### config.mk
export PLATFORM = sky130hd
export DESIGN_NAME = pcsc_client_port
export DESIGN_NICKNAME = d
export VERILOG_FILES = /design/src/hdl/pcsc_pkg.sv /design/src/hdl/pcsc_clken_if.sv /design/src/hdl/pcsc_client_port.sv /design/src/hdl/pcsc_clken_gen.sv
export SDC_FILE = /design/constraint.sdc
export NUM_CORES = 1
export LEC_CHECK = 0
export ABC_AREA = 0
export ABC_CLOCK_PERIOD_IN_PS = 3600
export BUFFER_PORTS_ARGS = -buffer_cell sky130_fd_sc_hd__buf_2
export CAP_MARGIN = 30
export CORE_ASPECT_RATIO = 1.4
export CORE_MARGIN = 4
export CORE_UTILIZATION = 40
export DETAILED_ROUTE_END_ITERATION = 10
export GPL_TIMING_DRIVEN = 0
export HOLD_SLACK_MARGIN = 0.12
export PLACE_DENSITY = 0.72
export SLEW_MARGIN = 20
export SYNTH_ARGS = -nofsm -noshare
export SYNTH_HDL_FRONTEND = slang
export SYNTH_SLANG_ARGS = --single-unit
### constraint.sdc
create_clock -name pclk -period 3.6 [get_ports pclk]
set_clock_uncertainty 0.05 [all_clocks]
set_input_delay 0.72 -clock pclk [delete_from_list [all_inputs] [get_ports pclk]]
set_output_delay 0.72 -clock pclk [all_outputs]
set_load 0.005 [all_outputs]
### src/hdl/pcsc_pkg.sv
// Shared constants for the PCS client port: register map, fields, rates.
// Assumes a 32-bit APB register bus and one 40 MHz clock.
package pcsc_pkg;

    // ========================================================
    // Rates and clock enable division
    // ========================================================
    typedef enum logic [1:0] {
        PCSC_RATE_10,
        PCSC_RATE_100,
        PCSC_RATE_1000,
        PCSC_RATE_OFF
    } pcsc_rate_t;

    localparam int unsigned PCSC_DIV_1000 = 1;
    localparam int unsigned PCSC_DIV_100  = 10;
    localparam int unsigned PCSC_DIV_10   = 100;
    localparam int unsigned PCSC_DIV_W    = 7;

    // ========================================================
    // Register map
    // ========================================================
    localparam logic [11:0] PCSC_ADDR_CTRL    = 12'h000;
    localparam logic [11:0] PCSC_ADDR_STATUS  = 12'h004;
    localparam logic [11:0] PCSC_ADDR_ABILITY = 12'h008;

    localparam int unsigned PCSC_CTRL_SGMII   = 0;
    localparam int unsigned PCSC_CTRL_AN      = 1;
    localparam int unsigned PCSC_CTRL_SPD_LSB = 2;
    localparam int unsigned PCSC_CTRL_DUPLEX  = 4;
    localparam int unsigned PCSC_CTRL_W       = 5;
    localparam logic [4:0]  PCSC_CTRL_RESET   = 5'h00;

    // Manual speed field codes.
    localparam logic [1:0]  PCSC_SPD_1000 = 2'h2;
    localparam logic [1:0]  PCSC_SPD_100  = 2'h1;
    localparam logic [1:0]  PCSC_SPD_10   = 2'h0;

    // ========================================================
    // Partner ability word layout
    // ========================================================
    localparam int unsigned PCSC_AB_W       = 16;
    localparam int unsigned PCSC_AB_LINK    = 15;
    localparam int unsigned PCSC_AB_DUPLEX  = 12;
    localparam int unsigned PCSC_AB_SPD_LSB = 10;
    localparam logic [15:0] PCSC_AB_RESET   = 16'h0000;

endpackage

### src/hdl/pcsc_clken_if.sv
// Carrier between the client port and its clock enable generator.
// Assumes both ends run on the same clock.
`timescale 1ns/100ps
`default_nettype none
interface pcsc_clken_if;
    import pcsc_pkg::*;
    pcsc_rate_t rate;
    logic       tick;
    modport gen  (input rate, output tick);
    modport user (output rate, input tick);
endinterface
`default_nettype wire

### src/hdl/pcsc_client_port.sv
// PCS client port: byte and nibble transmit/receive towards a MAC,
// collision and carrier sense, and speed/duplex status from APB control or partner ability.
// Assumes the line side and the MAC are logic on pclk.
`timescale 1ns/100ps
`default_nettype none
module pcsc_client_port
    import pcsc_pkg::*;
(
    // APB slave
    input  wire logic        pclk,
    input  wire logic        presetn,
    input  wire logic        psel,
    input  wire logic        penable,
    input  wire logic        pwrite,
    input  wire logic [11:0] paddr,
    input  wire logic [31:0] pwdata,
    output logic [31:0]      prdata,
    output logic             pready,
    output logic             pslverr,
    // MAC transmit
    input  wire logic [7:0]  gig_tx_data,
    input  wire logic        gig_tx_en,
    input  wire logic        gig_tx_err,
    input  wire logic [3:0]  nib_tx_data,
    input  wire logic        nib_tx_en,
    input  wire logic        nib_tx_err,
    // MAC receive
    output logic [7:0]       gig_rx_data,
    output logic             gig_rx_valid,
    output logic             gig_rx_err,
    output logic [3:0]       nib_rx_data,
    output logic             nib_rx_valid,
    output logic             nib_rx_err,
    output logic             nib_col,
    output logic             nib_crs,
    // Status and enables
    output logic             set_1000,
    output logic             set_100,
    output logic             set_10,
    output logic             half_duplex_active,
    output logic             tx_clk_ena,
    output logic             rx_clk_ena,
    // Line side
    output logic [7:0]       line_tx_data,
    output logic             line_tx_valid,
    output logic             line_tx_err,
    input  wire logic [7:0]  line_rx_data,
    input  wire logic        line_rx_valid,
    input  wire logic        line_rx_err,
    output logic             line_rx_ready,
    input  wire logic        line_rx_active,
    input  wire logic        line_collision,
    input  wire logic [15:0] partner_ability,
    input  wire logic        partner_ability_new
);

    // ========================================================
    // Registers and clock enables
    // ========================================================
    logic [PCSC_CTRL_W-1:0] ctrl_reg;
    logic [PCSC_AB_W-1:0]   ability_reg;
    logic [31:0]            rdata_reg;
    logic                   err_reg;
    logic                   tx_active_reg, nib_hi_reg;
    logic                   sgmii, an_on, nib_mode, tick;
    logic [1:0]             man_spd;
    pcsc_rate_t             rate;
    pcsc_clken_if           ce ();

    assign sgmii   = ctrl_reg[PCSC_CTRL_SGMII];
    assign an_on   = sgmii && ctrl_reg[PCSC_CTRL_AN];
    assign man_spd = ctrl_reg[PCSC_CTRL_SPD_LSB +: 2];

    pcsc_clken_gen u_clken (
        .pclk    (pclk),
        .presetn (presetn),
        .ce      (ce.gen)
    );

    assign ce.rate = rate;
    assign tick    = ce.tick;
    assign nib_mode = sgmii && (set_100 || set_10);

    assign tx_clk_ena = sgmii && tick;
    assign rx_clk_ena = sgmii && tick;

    // ========================================================
    // APB slave: zero wait, read data captured in setup
    // ========================================================
    function automatic logic addr_ok(logic [11:0] a, logic wr);
        addr_ok = (a == PCSC_ADDR_CTRL) ||
                  (!wr && (a == PCSC_ADDR_STATUS || a == PCSC_ADDR_ABILITY));
    endfunction

    assign pready  = 1'b1;
    assign prdata  = rdata_reg;
    assign pslverr = psel && penable && err_reg;

    always_ff @(posedge pclk or negedge presetn)
    begin
        if (!presetn)
        begin
            rdata_reg <= 32'h0000_0000;
            err_reg   <= 1'b0;
        end
        else if (psel && !penable)
        begin
            err_reg <= !addr_ok(paddr, pwrite);
            unique case (paddr)
                PCSC_ADDR_CTRL:
                    rdata_reg <= 32'(ctrl_reg);
                PCSC_ADDR_STATUS:
                    rdata_reg <= 32'({line_rx_active, tx_active_reg,
                        half_duplex_active, set_10, set_100, set_1000});
                PCSC_ADDR_ABILITY:
                    rdata_reg <= 32'(ability_reg);
                default:
                    rdata_reg <= 32'h0000_0000;
            endcase
        end
    end

    always_ff @(posedge pclk or negedge presetn)
    begin
        if (!presetn)
            ctrl_reg <= PCSC_CTRL_RESET;
        else if (psel && penable && pwrite && paddr == PCSC_ADDR_CTRL)
            ctrl_reg <= pwdata[PCSC_CTRL_W-1:0];
    end

    always_ff @(posedge pclk or negedge presetn)
    begin
        if (!presetn)
            ability_reg <= PCSC_AB_RESET;
        else if (partner_ability_new)
            ability_reg <= partner_ability;
    end

    // ========================================================
    // Speed and duplex status
    // ========================================================
    logic [1:0] ab_spd;
    assign ab_spd = ability_reg[PCSC_AB_SPD_LSB +: 2];

    always_comb
    begin
        if (!sgmii)
            rate = PCSC_RATE_1000;
        else if (an_on && !ability_reg[PCSC_AB_LINK])
            rate = PCSC_RATE_OFF;
        else
        begin
            unique case (an_on ? ab_spd : man_spd)
                PCSC_SPD_1000: rate = PCSC_RATE_1000;
                PCSC_SPD_100:  rate = PCSC_RATE_100;
                PCSC_SPD_10:   rate = PCSC_RATE_10;
                default:       rate = PCSC_RATE_OFF;
            endcase
        end
    end

    always_ff @(posedge pclk or negedge presetn)
    begin
        if (!presetn)
        begin
            set_1000 <= 1'b0;
            set_100  <= 1'b0;
            set_10   <= 1'b0;
        end
        else
        begin
            set_1000 <= (rate == PCSC_RATE_1000);
            set_100  <= (rate == PCSC_RATE_100);
            set_10   <= (rate == PCSC_RATE_10);
        end
    end

    // Half duplex from ability or bit.
    always_ff @(posedge pclk or negedge presetn)
    begin
        if (!presetn)
            half_duplex_active <= 1'b0;
        else if (!sgmii)
            half_duplex_active <= 1'b0;
        else if (an_on)
            half_duplex_active <= ability_reg[PCSC_AB_LINK] &&
                                  !ability_reg[PCSC_AB_DUPLEX];
        else
            half_duplex_active <= ctrl_reg[PCSC_CTRL_DUPLEX];
    end

    // ========================================================
    // Transmit: bytes pass, nibbles pair low first
    // ========================================================
    logic [3:0] nib_lo_reg;

    always_ff @(posedge pclk or negedge presetn)
    begin
        if (!presetn)
        begin
            line_tx_data  <= 8'h00;
            line_tx_valid <= 1'b0;
            line_tx_err   <= 1'b0;
            tx_active_reg <= 1'b0;
            nib_hi_reg    <= 1'b0;
            nib_lo_reg    <= 4'h0;
        end
        else
        begin
            line_tx_valid <= 1'b0;
            if (tick && !nib_mode)
            begin
                tx_active_reg <= gig_tx_en;
                line_tx_valid <= gig_tx_en;
                line_tx_data  <= gig_tx_data;
                line_tx_err   <= gig_tx_en && gig_tx_err;
            end
            else if (tick)
            begin
                tx_active_reg <= nib_tx_en;
                if (!nib_tx_en)
                    nib_hi_reg <= 1'b0;
                else if (!nib_hi_reg)
                begin
                    nib_hi_reg <= 1'b1;
                    nib_lo_reg <= nib_tx_data;
                    line_tx_err <= nib_tx_err;
                end
                else
                begin
                    nib_hi_reg    <= 1'b0;
                    line_tx_valid <= 1'b1;
                    line_tx_data  <= {nib_tx_data, nib_lo_reg};
                    line_tx_err   <= line_tx_err || nib_tx_err;
                end
            end
        end
    end

    // ========================================================
    // Receive: one byte held, sent whole or as two nibbles
    // ========================================================
    logic [7:0] rx_hold_reg;
    logic       rx_full_reg, rx_err_reg, rx_half_reg;

    assign line_rx_ready = !rx_full_reg;

    // Valid and error follow held byte.
    always_ff @(posedge pclk or negedge presetn)
    begin
        if (!presetn)
        begin
            rx_hold_reg  <= 8'h00;
            rx_full_reg  <= 1'b0;
            rx_err_reg   <= 1'b0;
            rx_half_reg  <= 1'b0;
            gig_rx_data  <= 8'h00;
            gig_rx_valid <= 1'b0;
            gig_rx_err   <= 1'b0;
            nib_rx_data  <= 4'h0;
            nib_rx_valid <= 1'b0;
            nib_rx_err   <= 1'b0;
        end
        else
        begin
            if (line_rx_valid && !rx_full_reg)
            begin
                rx_hold_reg <= line_rx_data;
                rx_err_reg  <= line_rx_err;
                rx_full_reg <= 1'b1;
            end
            if (tick && !nib_mode)
            begin
                gig_rx_valid <= rx_full_reg;
                gig_rx_data  <= rx_full_reg ? rx_hold_reg : 8'h00;
                gig_rx_err   <= rx_full_reg && rx_err_reg;
                nib_rx_valid <= 1'b0;
                nib_rx_err   <= 1'b0;
                // Only a byte already held is released, so a byte taken
                // on this same edge is kept.
                if (rx_full_reg)
                    rx_full_reg <= 1'b0;
            end
            else if (tick)
            begin
                gig_rx_valid <= 1'b0;
                gig_rx_err   <= 1'b0;
                nib_rx_valid <= rx_full_reg;
                nib_rx_err   <= rx_full_reg && rx_err_reg;
                nib_rx_data  <= rx_half_reg ? rx_hold_reg[7:4]
                                            : rx_hold_reg[3:0];
                if (rx_full_reg)
                    rx_half_reg <= !rx_half_reg;
                if (rx_full_reg && rx_half_reg)
                    rx_full_reg <= 1'b0;
            end
        end
    end

    // ========================================================
    // Collision and carrier sense
    // ========================================================
    // Line events qualified by activity.
    always_ff @(posedge pclk or negedge presetn)
    begin
        if (!presetn)
        begin
            nib_col <= 1'b0;
            nib_crs <= 1'b0;
        end
        else
        begin
            nib_col <= line_collision && tx_active_reg;
            nib_crs <= tx_active_reg || line_rx_active;
        end
    end
endmodule // pcsc_client_port
`default_nettype wire

### src/hdl/pcsc_clken_gen.sv
// Clock enable divider: one-cycle ticks at the selected client rate, or every cycle when the rate is off.
// Assumes rate changes are rare; the count restarts on each change.
`timescale 1ns/100ps
`default_nettype none
module pcsc_clken_gen
    import pcsc_pkg::*;
(
    // Clock and reset
    input  wire logic   pclk,
    input  wire logic   presetn,
    // Enable carrier
    pcsc_clken_if.gen   ce
);

    logic [PCSC_DIV_W-1:0] cnt_reg;
    pcsc_rate_t            rate_q_reg;

    function automatic logic [PCSC_DIV_W-1:0] last_count(pcsc_rate_t r);
        unique case (r)
            PCSC_RATE_10:  last_count = PCSC_DIV_W'(PCSC_DIV_10 - 1);
            PCSC_RATE_100: last_count = PCSC_DIV_W'(PCSC_DIV_100 - 1);
            default:       last_count = PCSC_DIV_W'(PCSC_DIV_1000 - 1);
        endcase
    endfunction

    always_ff @(posedge pclk or negedge presetn)
    begin
        if (!presetn)
        begin
            cnt_reg    <= '0;
            rate_q_reg <= PCSC_RATE_OFF;
        end
        else
        begin
            rate_q_reg <= ce.rate;
            if (ce.rate != rate_q_reg || cnt_reg >= last_count(ce.rate))
                cnt_reg <= '0;
            else
                cnt_reg <= cnt_reg + 1'b1;
        end
    end

    assign ce.tick = (cnt_reg == '0) && (ce.rate == rate_q_reg);
endmodule // pcsc_clken_gen
`default_nettype wire

; ---- Yosys cells after proc, flatten, opt, wreduce, memory -nomap -nowiden
; Cells that the tools add are included.
[totals]
ff_bits = 112
[classes]
add_sub_neg = 1
n_lt_le_gt_ge = 1
n_eq_ne = 8
mux = 39
bitwise = 2
n_reduce_logical = 44
[ops]
columns = op, count
row1 = 16-bit one-hot mux with 3 select lines, 1
row2 = 8-bit two-way mux, 5
row3 = 1-bit two-way mux, 26
row4 = 1-bit logical AND, 18
row5 = 7-bit one-hot mux with 2 select lines, 1
row6 = 12-bit by 3-bit equality test with 1-bit output (second input constant), 1
row7 = 12-bit by 4-bit equality test with 1-bit output (second input constant), 1
row8 = 12-bit zero test, 1
row9 = 1-bit zero test, 8
row10 = 7-bit by 1-bit adder with 7-bit output (second input constant), 1
row11 = 7-bit >= comparator, 1
row12 = 7-bit zero test, 1
row13 = 7-bit two-way mux, 1
row14 = 1-bit logical OR, 6
row15 = 2-bit two-way mux, 3
row16 = 2-bit one-hot mux with 3 select lines, 1
row17 = 3-bit AND reduction, 2
row18 = 2-bit nonzero test, 3
row19 = 2-bit by 1-bit equality test with 1-bit output (second input constant), 2
row20 = 2-bit equality test (second input constant), 2
row21 = 2-bit zero test, 2
row22 = 4-bit two-way mux, 1
row23 = 2-bit AND reduction, 2
row24 = 4-bit AND reduction, 1
row25 = 3 further kinds, 4

; ---- Depth between registers and ports, before layout
; Gate-level depths: netlist (run 1).
[logic_depth]
ltp_word = 11
depth_mapped = 10
depth_no_buf = 10

; ---- Hierarchy
; From an unflattened synthesis (run 1), not the netlist that was laid out.
[hier_totals]
cells_unflattened = 373
area_unflattened_um2 = 4365.4
[by_module_without_submodules]
columns = mod, n_inst, cells_per_inst, area_per_inst_um2, seq_area_each_um2
row1 = pcsc_client_port, 1, 322, 3833.7, 2177.1
row2 = pcsc_clken_gen, 1, 51, 531.8, 227.7

; ---- Worst setup path after synthesis (run 1)
; OpenSTA, ideal clock, no wires.
[synth_path]
kind = flip-flop to output port
start = register u_clken.cnt_reg[0]
end = output tx_clk_ena
arrival_time_ps = 1874
required_ps = 2830
slack_ps = 956
stages_incl_launch_ff = 9
path_buffers = 2
cell_sequence = dfrtp_1 -> inv_1 -> ha_1 -> or4b_1 -> nor3_2 -> o2111ai_2 -> clkbuf_1 -> nor2_1 -> buf_4
[synth_between]
elab_chain_cells = 3
[synth_rtl]
columns = element, line_no
row1 = start: declaration, pcsc_clken_gen.sv:15  ; logic [PCSC_DIV_W-1:0] cnt_reg;
row2 = start signal: assignment, pcsc_clken_gen.sv:39  ; cnt_reg <= cnt_reg + 1'b1;
row3 = 7-bit zero test, pcsc_clken_gen.sv:43  ; assign ce.tick = (cnt_reg == '0) && (ce.rate == rate_q_reg);
row4 = 1-bit logical AND, pcsc_clken_gen.sv:43
row5 = 1-bit logical AND, -
row6 = end: declaration, pcsc_client_port.sv:41  ; output logic tx_clk_ena,
; No other way between the ends.

; ---- Final worst setup path (run 1)
[layout_path]
start = register u_clken.cnt_reg[0]
end = output tx_clk_ena
[layout_between]
elab_chain_cells = 3
[layout_rtl]
columns = element, line_no
row1 = 7-bit zero test, pcsc_clken_gen.sv:43
row2 = 1-bit logical AND, pcsc_clken_gen.sv:43
row3 = 1-bit logical AND, pcsc_client_port.sv:84  ; assign tx_clk_ena = sgmii && tick;
; No other way between the ends.

==> metrics.txt, run 1 <==
Final setup violation count=0; min cycle time layout=approximately 3.4 ns; relative contribution of the clock network to total power=roughly two fifths; number of buffers between clock root and the deepest sink=2; largest area contributor in the netlist=dfrtp_1; number of library cell types mapped by synthesis=47; Critical Path Sink Type=primary output; routed length on met2=about 5300 microns; Main synth FF type=dfrtp_1; clock root cell=clkbuf_16; average vias per placed instance=between 4 and 5; combinational share of power=9.0%; number of synthesized flops with an enable pin=0; total number of vias=3228; met3 routed WL=~670 microns; pwr/cell area=~420 nW/um^2; leakage component of the power=around 0.0028 uW; number of port buffers=roughly 120; Syn Inst Count=372; Starting DRT DRC Count=about 110; number of post-CTS setup repair buffers=0; fraction of power consumed by sequential logic=between 50% and 60%; Mean Syn Cell Area=roughly 12 sq um; Final Max Tran Viols=0; H-tree depth reported by CTS=3; final worst-path cycle share=93.14%; Remaining DRCs=0; outcome=completed; peak supply drop=between 0.2 and 0.25 mV; Avg WL per Cell=around 15 microns; most used standard cell by instance count after synthesis=dfrtp_1; count of fill cells added during filler insertion=~960; Clock Latency Late Sink=approximately 0.35 ns; yosys warns=0; Pre-Repair DR Iteration Count=4; die area=between 10000 and 15000 sq um; ranking of synthesized cells by area=dfrtp_1 54%, mux2_2 10%, buf_4 3.1%; HP Class=input port to async pin; total negative slack=0 ns; share of layout cells above drive strength 1=38.54%; initial core utilization=41.38%; Setup Crit Path Kind=flip-flop to primary output; compound-cell area share of the yosys netlist=a little under an eighth; critical-path maximum fanout=10; total grt overflow=0; NetSw=about 560 uW; synthesized flop and latch total=between 90 and 100; highest routed layer=met5; CTS tree=built; Global Route Usage Sum=roughly 17%; number of CTS-inserted buffers=9; relative slew slack=about 51%; antenna violation net count after detailed routing=0; total inserted antenna cells=0; total of max-cap violations=0; clock sink count=96; most frequent cells after synthesis=94 x dfrtp_1, 39 x mux2_2, 30 x nand2_1; Area growth syn-to-layout=26.05%; routability congestion estimate from global placement=0.8332; # rows=between 40 and 50; combinational family with the most area after synthesis=multiplexers; WL final=around 10000 microns; multiplexer fraction of the synthesized cell area=~13%; post-synthesis cell area=roughly 4300 sq um; basic-gate share of the synthesized area counting and, or, nand and nor cells=a little over a tenth; max frequency=slightly below 300 MHz; fraction of synthesized cell area in xor and xnor cells=1.214%; vias in the first global route=approximately 3.3k; fraction of the mapped netlist area in adder cells=under 10%; global-route wire length before repair=16060 microns; M1 wire length=between 3000 and 4000 microns; crit start category=flip-flop; top-level I/O count=approximately 160; portion of the post-synthesis area used by sequential elements=about 56%; register clock-pin slew on the reported worst setup and hold paths=about 0.07 ns; utilization after layout=52.15%; required time worst endpoint=2.83 ns; Std-Cell Core Area=around 10000 sq um; count of nets after finishing=between 600 and 700; number of antenna violations at the first check in global routing=2; estimated wirelength of the detail-placed design=between 7000 and 8000 microns; RSZ-0062 raised after global routing=false; overall die width=95.91 microns; internal portion of total power=about 1700 uW; Hold Violations, Final=0; vertical extent of the die=about 130 microns; arrival time reported for the critical path endpoint=~2.6 ns; maximum number of pins on one net before global-route repair=just under 80; fraction of post-synthesis cell area in the top cell type by area=about 54%; switch share=between 20% and 30%; worst slew pin tran=0.7275 ns; ys async rst share=100.0%
-- kinds of logic after synthesis --
| family | count (synthesis) |
|---|---|
| AO/OA/AOI/OAI | 71 |
| XOR/XNOR | 6 |
| adder cells (fa/ha/maj) | 7 |
| buffers and inverters | 45 |
| flip-flops | 96 |
| multiplexers | 48 |
| other | 2 |
| AND/OR/NAND/NOR | 97 |
-- power by group through the flow --
stage / Combinational, uW / Sequential [uW] / Clock (uW)
global placement: 198 / 1180 / 0
CTS: 209 / 1160 / 939
detailed placement: 209 / 1180 / 0
finish: 206 / 1160 / 920
global route: 232 / 1170 / 986
floorplan: 109 / 1180 / 0
-- area by class of cell --
class,count,area [sq um],area share (%)
flip-flops and latches,96,2405,44.08
multi-input cells,246,1743,31.95
repair buffers,116,609.3,11.17
inverters,10,37.54,0.6881
well taps,138,172.7,3.165
clock inverters,7,62.56,1.147
clock buffers,9,225.2,4.128
plain buffers,35,200.2,3.670
-- final timing paths --
kind	slack [ns]	startpoint	to	depth (start not counted)
max	0.25	u_clken.cnt_reg[0]$_DFF_PN0_	tx_clk_ena	9
min	0.15	presetn	rx_hold_reg[3]$_DFFE_PN0P_	1
max reg2reg	0.69	ctrl_reg[1]$_DFFE_PN0P_	u_clken.cnt_reg[4]$_DFF_PN0_	10
min reg2reg	0.42	nib_rx_valid$_DFFE_PN0P_	nib_rx_valid$_DFFE_PN0P_	2
max in group asynchronous	2.68	presetn	u_clken.rate_q_reg[1]$_DFF_PN1_	2
min in group pclk	0.42	nib_rx_valid$_DFFE_PN0P_	nib_rx_valid$_DFFE_PN0P_	2
-- critical path, cell delays in order, from the launching register on --
cell and delay, ns:
dfrtp_1 0.41, inv_1 0.09, ha_1 0.14, or4b_1 0.45, nor3_2 0.18, o2111ai_2 0.26
clkbuf_2 0.27, nor2_1 0.20, buf_4 0.14, buf_2 0.10
-- routing by layer --
layer  vias up  GRT usage (%)
met5         -              0
met2        90          28.87
met4         4          5.779
li1       1560              -
met1      1559          19.22
met3        15          5.425
-- stage by stage --
step                      hold WS (ns)  std cells  instance area, sq um  total power, uW  setup slack [ns]
final                           0.1510        657                  5455             2290            0.2468
after detailed placement        0.4106        641                  5166             1392            0.5006
after global placement          0.4017        640                  5132             1379            0.5348
after floorplan                 0.3744        387                  4384             1285            0.9559
after CTS                       0.1460        657                  5454             2313            0.1236
after global routing            0.1466        657                  5455             2389           0.05897
-- timing repair --
item	in CTS	in global routing
resized for setup	0	2
hold buffers	0	0
setup endpoints to repair	0	1
-- layout by cell type (no fill, tap or decap), drive strengths merged, types with 10 or more instances in the layout --
cell / synthesis / routed
nand2: 30 / 30
conb: 2 / 17
a21oi: 12 / 12
dfrtp: 94 / 94
nor2: 27 / 27
buf: 21 / 137
inv: 10 / 14
clkbuf: 14 / 23
mux2: 43 / 43
nor3: 10 / 10
a22o: 10 / 10
No activity file was read; power rests on OpenSTA's default activity.
==> run 2, diff against run 1 <==
--- a/config.mk
+++ b/config.mk
@@ -9,7 +9,6 @@
 export ABC_CLOCK_PERIOD_IN_PS = 3600
 export BUFFER_PORTS_ARGS = -buffer_cell sky130_fd_sc_hd__buf_2
 export CAP_MARGIN = 30
-export CORE_ASPECT_RATIO = 1.4
 export CORE_MARGIN = 4
 export CORE_UTILIZATION = 40
 export DETAILED_ROUTE_END_ITERATION = 10
==> run 2 against run 1 <==
  * Final cell count is 0.30% lower
  * Via count increased by 0.46%
  * First-iteration DRC count up 68%
  * Critical path type unchanged
  * Largest cell class unchanged
  * Largest power group unchanged
==> metrics.txt, run 2 (synthesized netlist as in run 1, its figures left out) <==
initial core utilization=41.55%; total negative slack=0 ns; total number of vias=~3.2k; H-tree depth reported by CTS=3; share of layout cells above drive strength 1=between 30% and 40%; required time worst endpoint=roughly 2.8 ns; fraction of power consumed by sequential logic=approximately 57%; outcome=completed; antenna violation net count after detailed routing=0; register clock-pin slew on the reported worst setup and hold paths=about 0.10 ns; estimated wirelength of the detail-placed design=a little under 8000 microns; overall die width=approximately 110 microns; arrival time reported for the critical path endpoint=about 2.6 ns; hold slack final=~0.19 ns; total grt overflow=0; relative contribution of the clock network to total power=approximately a third; total power=2037 uW; clock sink count=between 90 and 100; pwr/cell area=~380 nW/um^2; peak supply drop=0.2101 mV; worst reg-to-reg setup slack=0.64 ns; Remaining DRCs=0; crit start category=flip-flop; vertical extent of the die=roughly 110 microns; final worst-path cycle share=between 90% and 100%; RSZ-0062 raised after global routing=false; combinational share of power=slightly above 10%; max frequency=between 200 and 300 MHz; die area=around 13000 sq um; leakage component of the power=roughly 0.0028 uW; FF-to-FF End=u_clken.cnt_reg[5]$_DFF_PN0_; Avg WL per Cell=around 15 microns; internal portion of total power=approximately 1500 uW; number of antenna violations at the first check in global routing=1; relative slew slack=48.76%; min cycle time layout=3.415 ns; total of max-cap violations=0; Final setup violation count=0; average vias per placed instance=4.951; leading cell types in the layout, fill and taps excluded=114 x buf_2, 94 x dfrtp_1, 39 x mux2_2, 30 x nand2_1, 27 x nor2_1; Area growth syn-to-layout=23.65%; Placed Instances=~640; top-level I/O count=between 150 and 200; maximum number of pins on one net before global-route repair=60; CTS tree=built; WL final=about 10000 microns; HP Class=input port to async pin; Worst R2R Path Depth=10; total inserted antenna cells=0; Critical R2R Launch=ctrl_reg[1]$_DFFE_PN0P_; hold bufs inserted after CTS=0; # rows=37; number of buffers between clock root and the deepest sink=2; Clock Latency Late Sink=0.36 ns; Critical Path Sink Type=primary output; routability congestion estimate from global placement=between 0.8 and 0.9; vias in the first global route=around 3.4k; Std-Cell Core Area=approximately 10000 sq um; global-route wire length before repair=between 15000 and 20000 microns; Hold Violations, Final=0; Global Route Usage Sum=16.55%; count of nets after finishing=615; critical-path maximum fanout=10; number of port buffers=around 120; Setup Crit Path Kind=flip-flop to primary output; Pre-Repair DR Iteration Count=4; number of CTS-inserted buffers=9; switch share=a little over a quarter; Starting DRT DRC Count=approximately 180; worst slew pin tran=roughly 0.76 ns; most frequent standard cell in the layout excluding fill and tap cells=buf_2; post-route insts no fill=between 600 and 700; NetSw=531.7 uW; Final Max Tran Viols=0; count of fill cells added during filler insertion=around 940; clock root cell=clkbuf_8
[run 2: final cells by class]
cell class / count / area (sq um) / share of cell area [%]
buffer: 35 / 200.2 / 3.741
clock buffer: 9 / 123.9 / 2.315
clock inverter: 7 / 62.56 / 1.169
inverter: 10 / 37.54 / 0.7014
multi-input combinational: 246 / 1743 / 32.57
sequential: 96 / 2405 / 44.94
tap: 136 / 170.2 / 3.180
timing repair buffer: 116 / 609.3 / 11.39
[run 2: worst max path at each step]
stage            endpoint                          from  slack, ns  cells after the start
6_report       tx_clk_ena  u_clken.cnt_reg[0]$_DFF_PN0_       0.19                      9
5_1_grt        tx_clk_ena  u_clken.cnt_reg[0]$_DFF_PN0_      0.004                      9
4_1_cts        tx_clk_ena  u_clken.cnt_reg[0]$_DFF_PN0_       0.10                      9
3_5_place_dp   tx_clk_ena  u_clken.cnt_reg[0]$_DFF_PN0_       0.52                      9
3_3_place_gp   tx_clk_ena  u_clken.cnt_reg[0]$_DFF_PN0_       0.57                      9
2_1_floorplan  tx_clk_ena  u_clken.cnt_reg[0]$_DFF_PN0_       0.96                      8
[run 2: power by group through the flow]
stage | Clock (uW) | Sequential (uW) | Combinational, uW
2_1_floorplan | 0 | 1180 | 109
3_3_place_gp | 0 | 1180 | 198
3_5_place_dp | 0 | 1180 | 209
4_1_cts | 692 | 1160 | 209
5_1_grt | 737 | 1170 | 232
6_report | 669 | 1160 | 206
[run 2: critical path, stage by stage, from the launching register on]
cell       delay [ns]
dfrtp_1          0.42
inv_1            0.09
ha_1             0.13
or4b_1           0.46
nor3_2           0.18
o2111ai_2        0.27
clkbuf_2         0.28
nor2_1           0.21
buf_4            0.14
buf_2            0.10
[run 2: repair_timing]
action / 4_1_cts / 5_1_grt
resized for setup: 0 / 2
endpoints found under the setup margin: 0 / 1
endpoints found under the hold margin: 0 / 0
setup buffers: 0 / 0
[run 2: routing by layer]
layer  vias to the layer above  track usage (%)  part of all wire [%]
met1                      1583            20.99                    41
met4                         2            6.170                   2.2
met5                         -                0                  0.13
met3                        17            4.474                   5.8
li1                       1562                -                     -
met2                        79            27.26                    51
[run 2: metrics by stage]
step | worst slack [ns] | cell area (sq um) | util (%)
finish | 0.1851 | 5351 | 51.38
global route | 0.003600 | 5351 | 51.38
CTS | 0.1028 | 5350 | 51.36
detailed placement | 0.5218 | 5164 | 49.57
global placement | 0.5714 | 5130 | 49.25
floorplan | 0.9559 | 4384 | -
==> run 3, diff against run 2 <==
--- a/config.mk
+++ b/config.mk
@@ -9,12 +9,14 @@
 export ABC_CLOCK_PERIOD_IN_PS = 3600
 export BUFFER_PORTS_ARGS = -buffer_cell sky130_fd_sc_hd__buf_2
 export CAP_MARGIN = 30
+export CELL_PAD_IN_SITES_DETAIL_PLACEMENT = 1
+export CELL_PAD_IN_SITES_GLOBAL_PLACEMENT = 1
 export CORE_MARGIN = 4
-export CORE_UTILIZATION = 40
+export CORE_UTILIZATION = 37
 export DETAILED_ROUTE_END_ITERATION = 10
 export GPL_TIMING_DRIVEN = 0
 export HOLD_SLACK_MARGIN = 0.12
-export PLACE_DENSITY = 0.72
+export PLACE_DENSITY = 0.84
 export SLEW_MARGIN = 20
 export SYNTH_ARGS = -nofsm -noshare
 export SYNTH_HDL_FRONTEND = slang
==> run 3 against run 2 <==
  * Sequential share of layout area decreased by 1.0 points
  * Design area rose by 2.3%
  * Routed wire length is 17% higher
  * Maximum frequency down 0.11%
  * Register-to-register slack lost 0.05 ns
  * Clock-buffer cell count unchanged
  * Worst hold slack better by 0.013 ns
  * Critical path depth stayed put
  * Critical path type unchanged
  * Via count up 2.3%
==> metrics.txt, run 3 (synthesized netlist as in run 1, its figures left out) <==
Hold Violations, Final=0; clock sink count=96; estimated wirelength of the detail-placed design=a little over 9000 microns; number of antenna violations at the first check in global routing=1; met3 Use GR=~3.1%; outcome=completed; combinational share of power=around 9.2%; Remaining DRCs=0; CTS tree=built; share of layout cells above drive strength 1=approximately two fifths; leading cell types in the layout, fill and taps excluded=115 x buf_2, 94 x dfrtp_1, 39 x mux2_2, 30 x nand2_1, 27 x nor2_1; die area=roughly 13000 sq um; Std-Cell Core Area=roughly 11000 sq um; Clock Latency Late Sink=0.34 ns; arrival time reported for the critical path endpoint=approximately 2.7 ns; Pre-Repair DR Iteration Count=4; count of fill cells added during filler insertion=between 1k and 1.5k; relative slew slack=between 40 and 50%; routability congestion estimate from global placement=0.7837; Avg WL per Cell=17.81 microns; utilization after layout=a little under half; hold bufs inserted after CTS=0; final worst-path cycle share=a little over nine tenths; Final Max Tran Viols=0; total area of multi-input combinational cells=~1800 sq um; fraction of power consumed by sequential logic=50.6%; worst slew pin tran=between 0.7 and 0.8 ns; H-tree depth reported by CTS=3; crit start category=flip-flop; Global Route Usage Sum=between 10% and 20%; met2 track utilization from global routing=around a third; required time worst endpoint=2.83 ns; average vias per placed instance=roughly 5; min cycle time layout=3.419 ns; relative contribution of the clock network to total power=about two fifths; most frequent standard cell in the layout excluding fill and tap cells=buf_2; count of nets after finishing=roughly 600; vertical extent of the die=116.2 microns; fraction of met1 tracks used by global routing=20.37%; global-route wire length before repair=between 15000 and 20000 microns; worst reg-to-reg setup slack=0.59 ns; RSZ-0062 raised after global routing=false; internal portion of total power=1724 uW; antenna violation net count after detailed routing=0; HP Class=input port to async pin; number of post-CTS setup repair buffers=0; top-level I/O count=about 160; Setup Crit Path Kind=flip-flop to primary output; # resized after CTS=0; critical-path maximum fanout=10; # rows=39; total negative slack=0 ns; total number of vias=between 3k and 4k; sequential standard cell area=around 2400 sq um; pwr/cell area=around 420 nW/um^2; initial core utilization=between 30% and 40%; switch share=25.01%; GR peak layer=met2; total of max-cap violations=0; leakage component of the power=0.002807 uW; Final setup violation count=0; peak supply drop=0.2229 mV; register clock-pin slew on the reported worst setup and hold paths=approximately 0.070 ns; number of CTS-inserted buffers=9; WL final=11810 microns; total grt overflow=0; number of buffers between clock root and the deepest sink=2; max frequency=a little under 300 MHz; Starting DRT DRC Count=180; number of port buffers=between 100 and 150; vias in the first global route=around 3.7k; Critical Path Sink Type=primary output; overall die width=around 120 microns; NetSw=~580 uW; Area growth syn-to-layout=26.48%; maximum number of pins on one net before global-route repair=66; clock root cell=clkbuf_16
-- run 3: power by group through the flow --
stage	clock [uW]	combinational, uW	sequential (uW)
finish	923	212	1160
global route	986	237	1170
CTS	940	215	1160
detailed placement	0	214	1190
global placement	0	199	1180
floorplan	0	109	1180
-- run 3: through the flow --
| stage | area (sq um) | instances | hold slack, ns | power, uW | setup slack [ns] |
|---|---|---|---|---|---|
| 6_report | 5474 | 663 | 0.2039 | 2299 | 0.1812 |
| 5_1_grt | 5474 | 663 | 0.2153 | 2394 | 0.03699 |
| 4_1_cts | 5459 | 662 | 0.2060 | 2319 | 0.03606 |
| 3_5_place_dp | 5172 | 646 | 0.4159 | 1399 | 0.4548 |
| 3_3_place_gp | 5139 | 645 | 0.4039 | 1381 | 0.5223 |
| 2_1_floorplan | 4384 | 387 | 0.3744 | 1285 | 0.9559 |
-- run 3: path summary, 6_finish.rpt --
path,startpoint,endpoint,cells after the start
setup / recovery,u_clken.cnt_reg[0]$_DFF_PN0_,tx_clk_ena,9
hold / removal,presetn,line_tx_data[0]$_DFFE_PN0P_,1
setup reg to reg,ctrl_reg[1]$_DFFE_PN0P_,u_clken.cnt_reg[5]$_DFF_PN0_,10
hold reg to reg,gig_rx_err$_DFFE_PN0P_,gig_rx_err$_DFFE_PN0P_,2
max in group asynchronous,presetn,u_clken.rate_q_reg[1]$_DFF_PN1_,2
min in group pclk,gig_rx_err$_DFFE_PN0P_,gig_rx_err$_DFFE_PN0P_,2
-- run 3: cell type report --
cell class,instances,share of cell area [%]
Clock buffer,9,4.114
Timing Repair Buffer,116,11.13
Buffer,35,3.657
Tap cell,143,3.269
Inverter,10,0.6857
Antenna cell,1,0.04571
Clock inverter,7,1.120
Sequential cell,96,43.93
Multi-Input combinational cell,246,32.05
-- run 3: routing by layer --
layer	share of wire (%)	vias to the layer above	wire length, microns
met5	0	-	0
li1	-	1562	-
met2	55	71	6450
met4	2.6	0	302
met3	3.7	22	436
met1	39	1662	4620
-- run 3: worst max-delay path, stage by stage (launching register included) --
cell and delay (ns):
dfrtp_1 0.41, inv_1 0.09, ha_1 0.14, or4b_1 0.48, nor3_2 0.24, o2111ai_4 0.24, buf_2 0.26, nor2_1 0.21
buf_4 0.15, buf_2 0.10
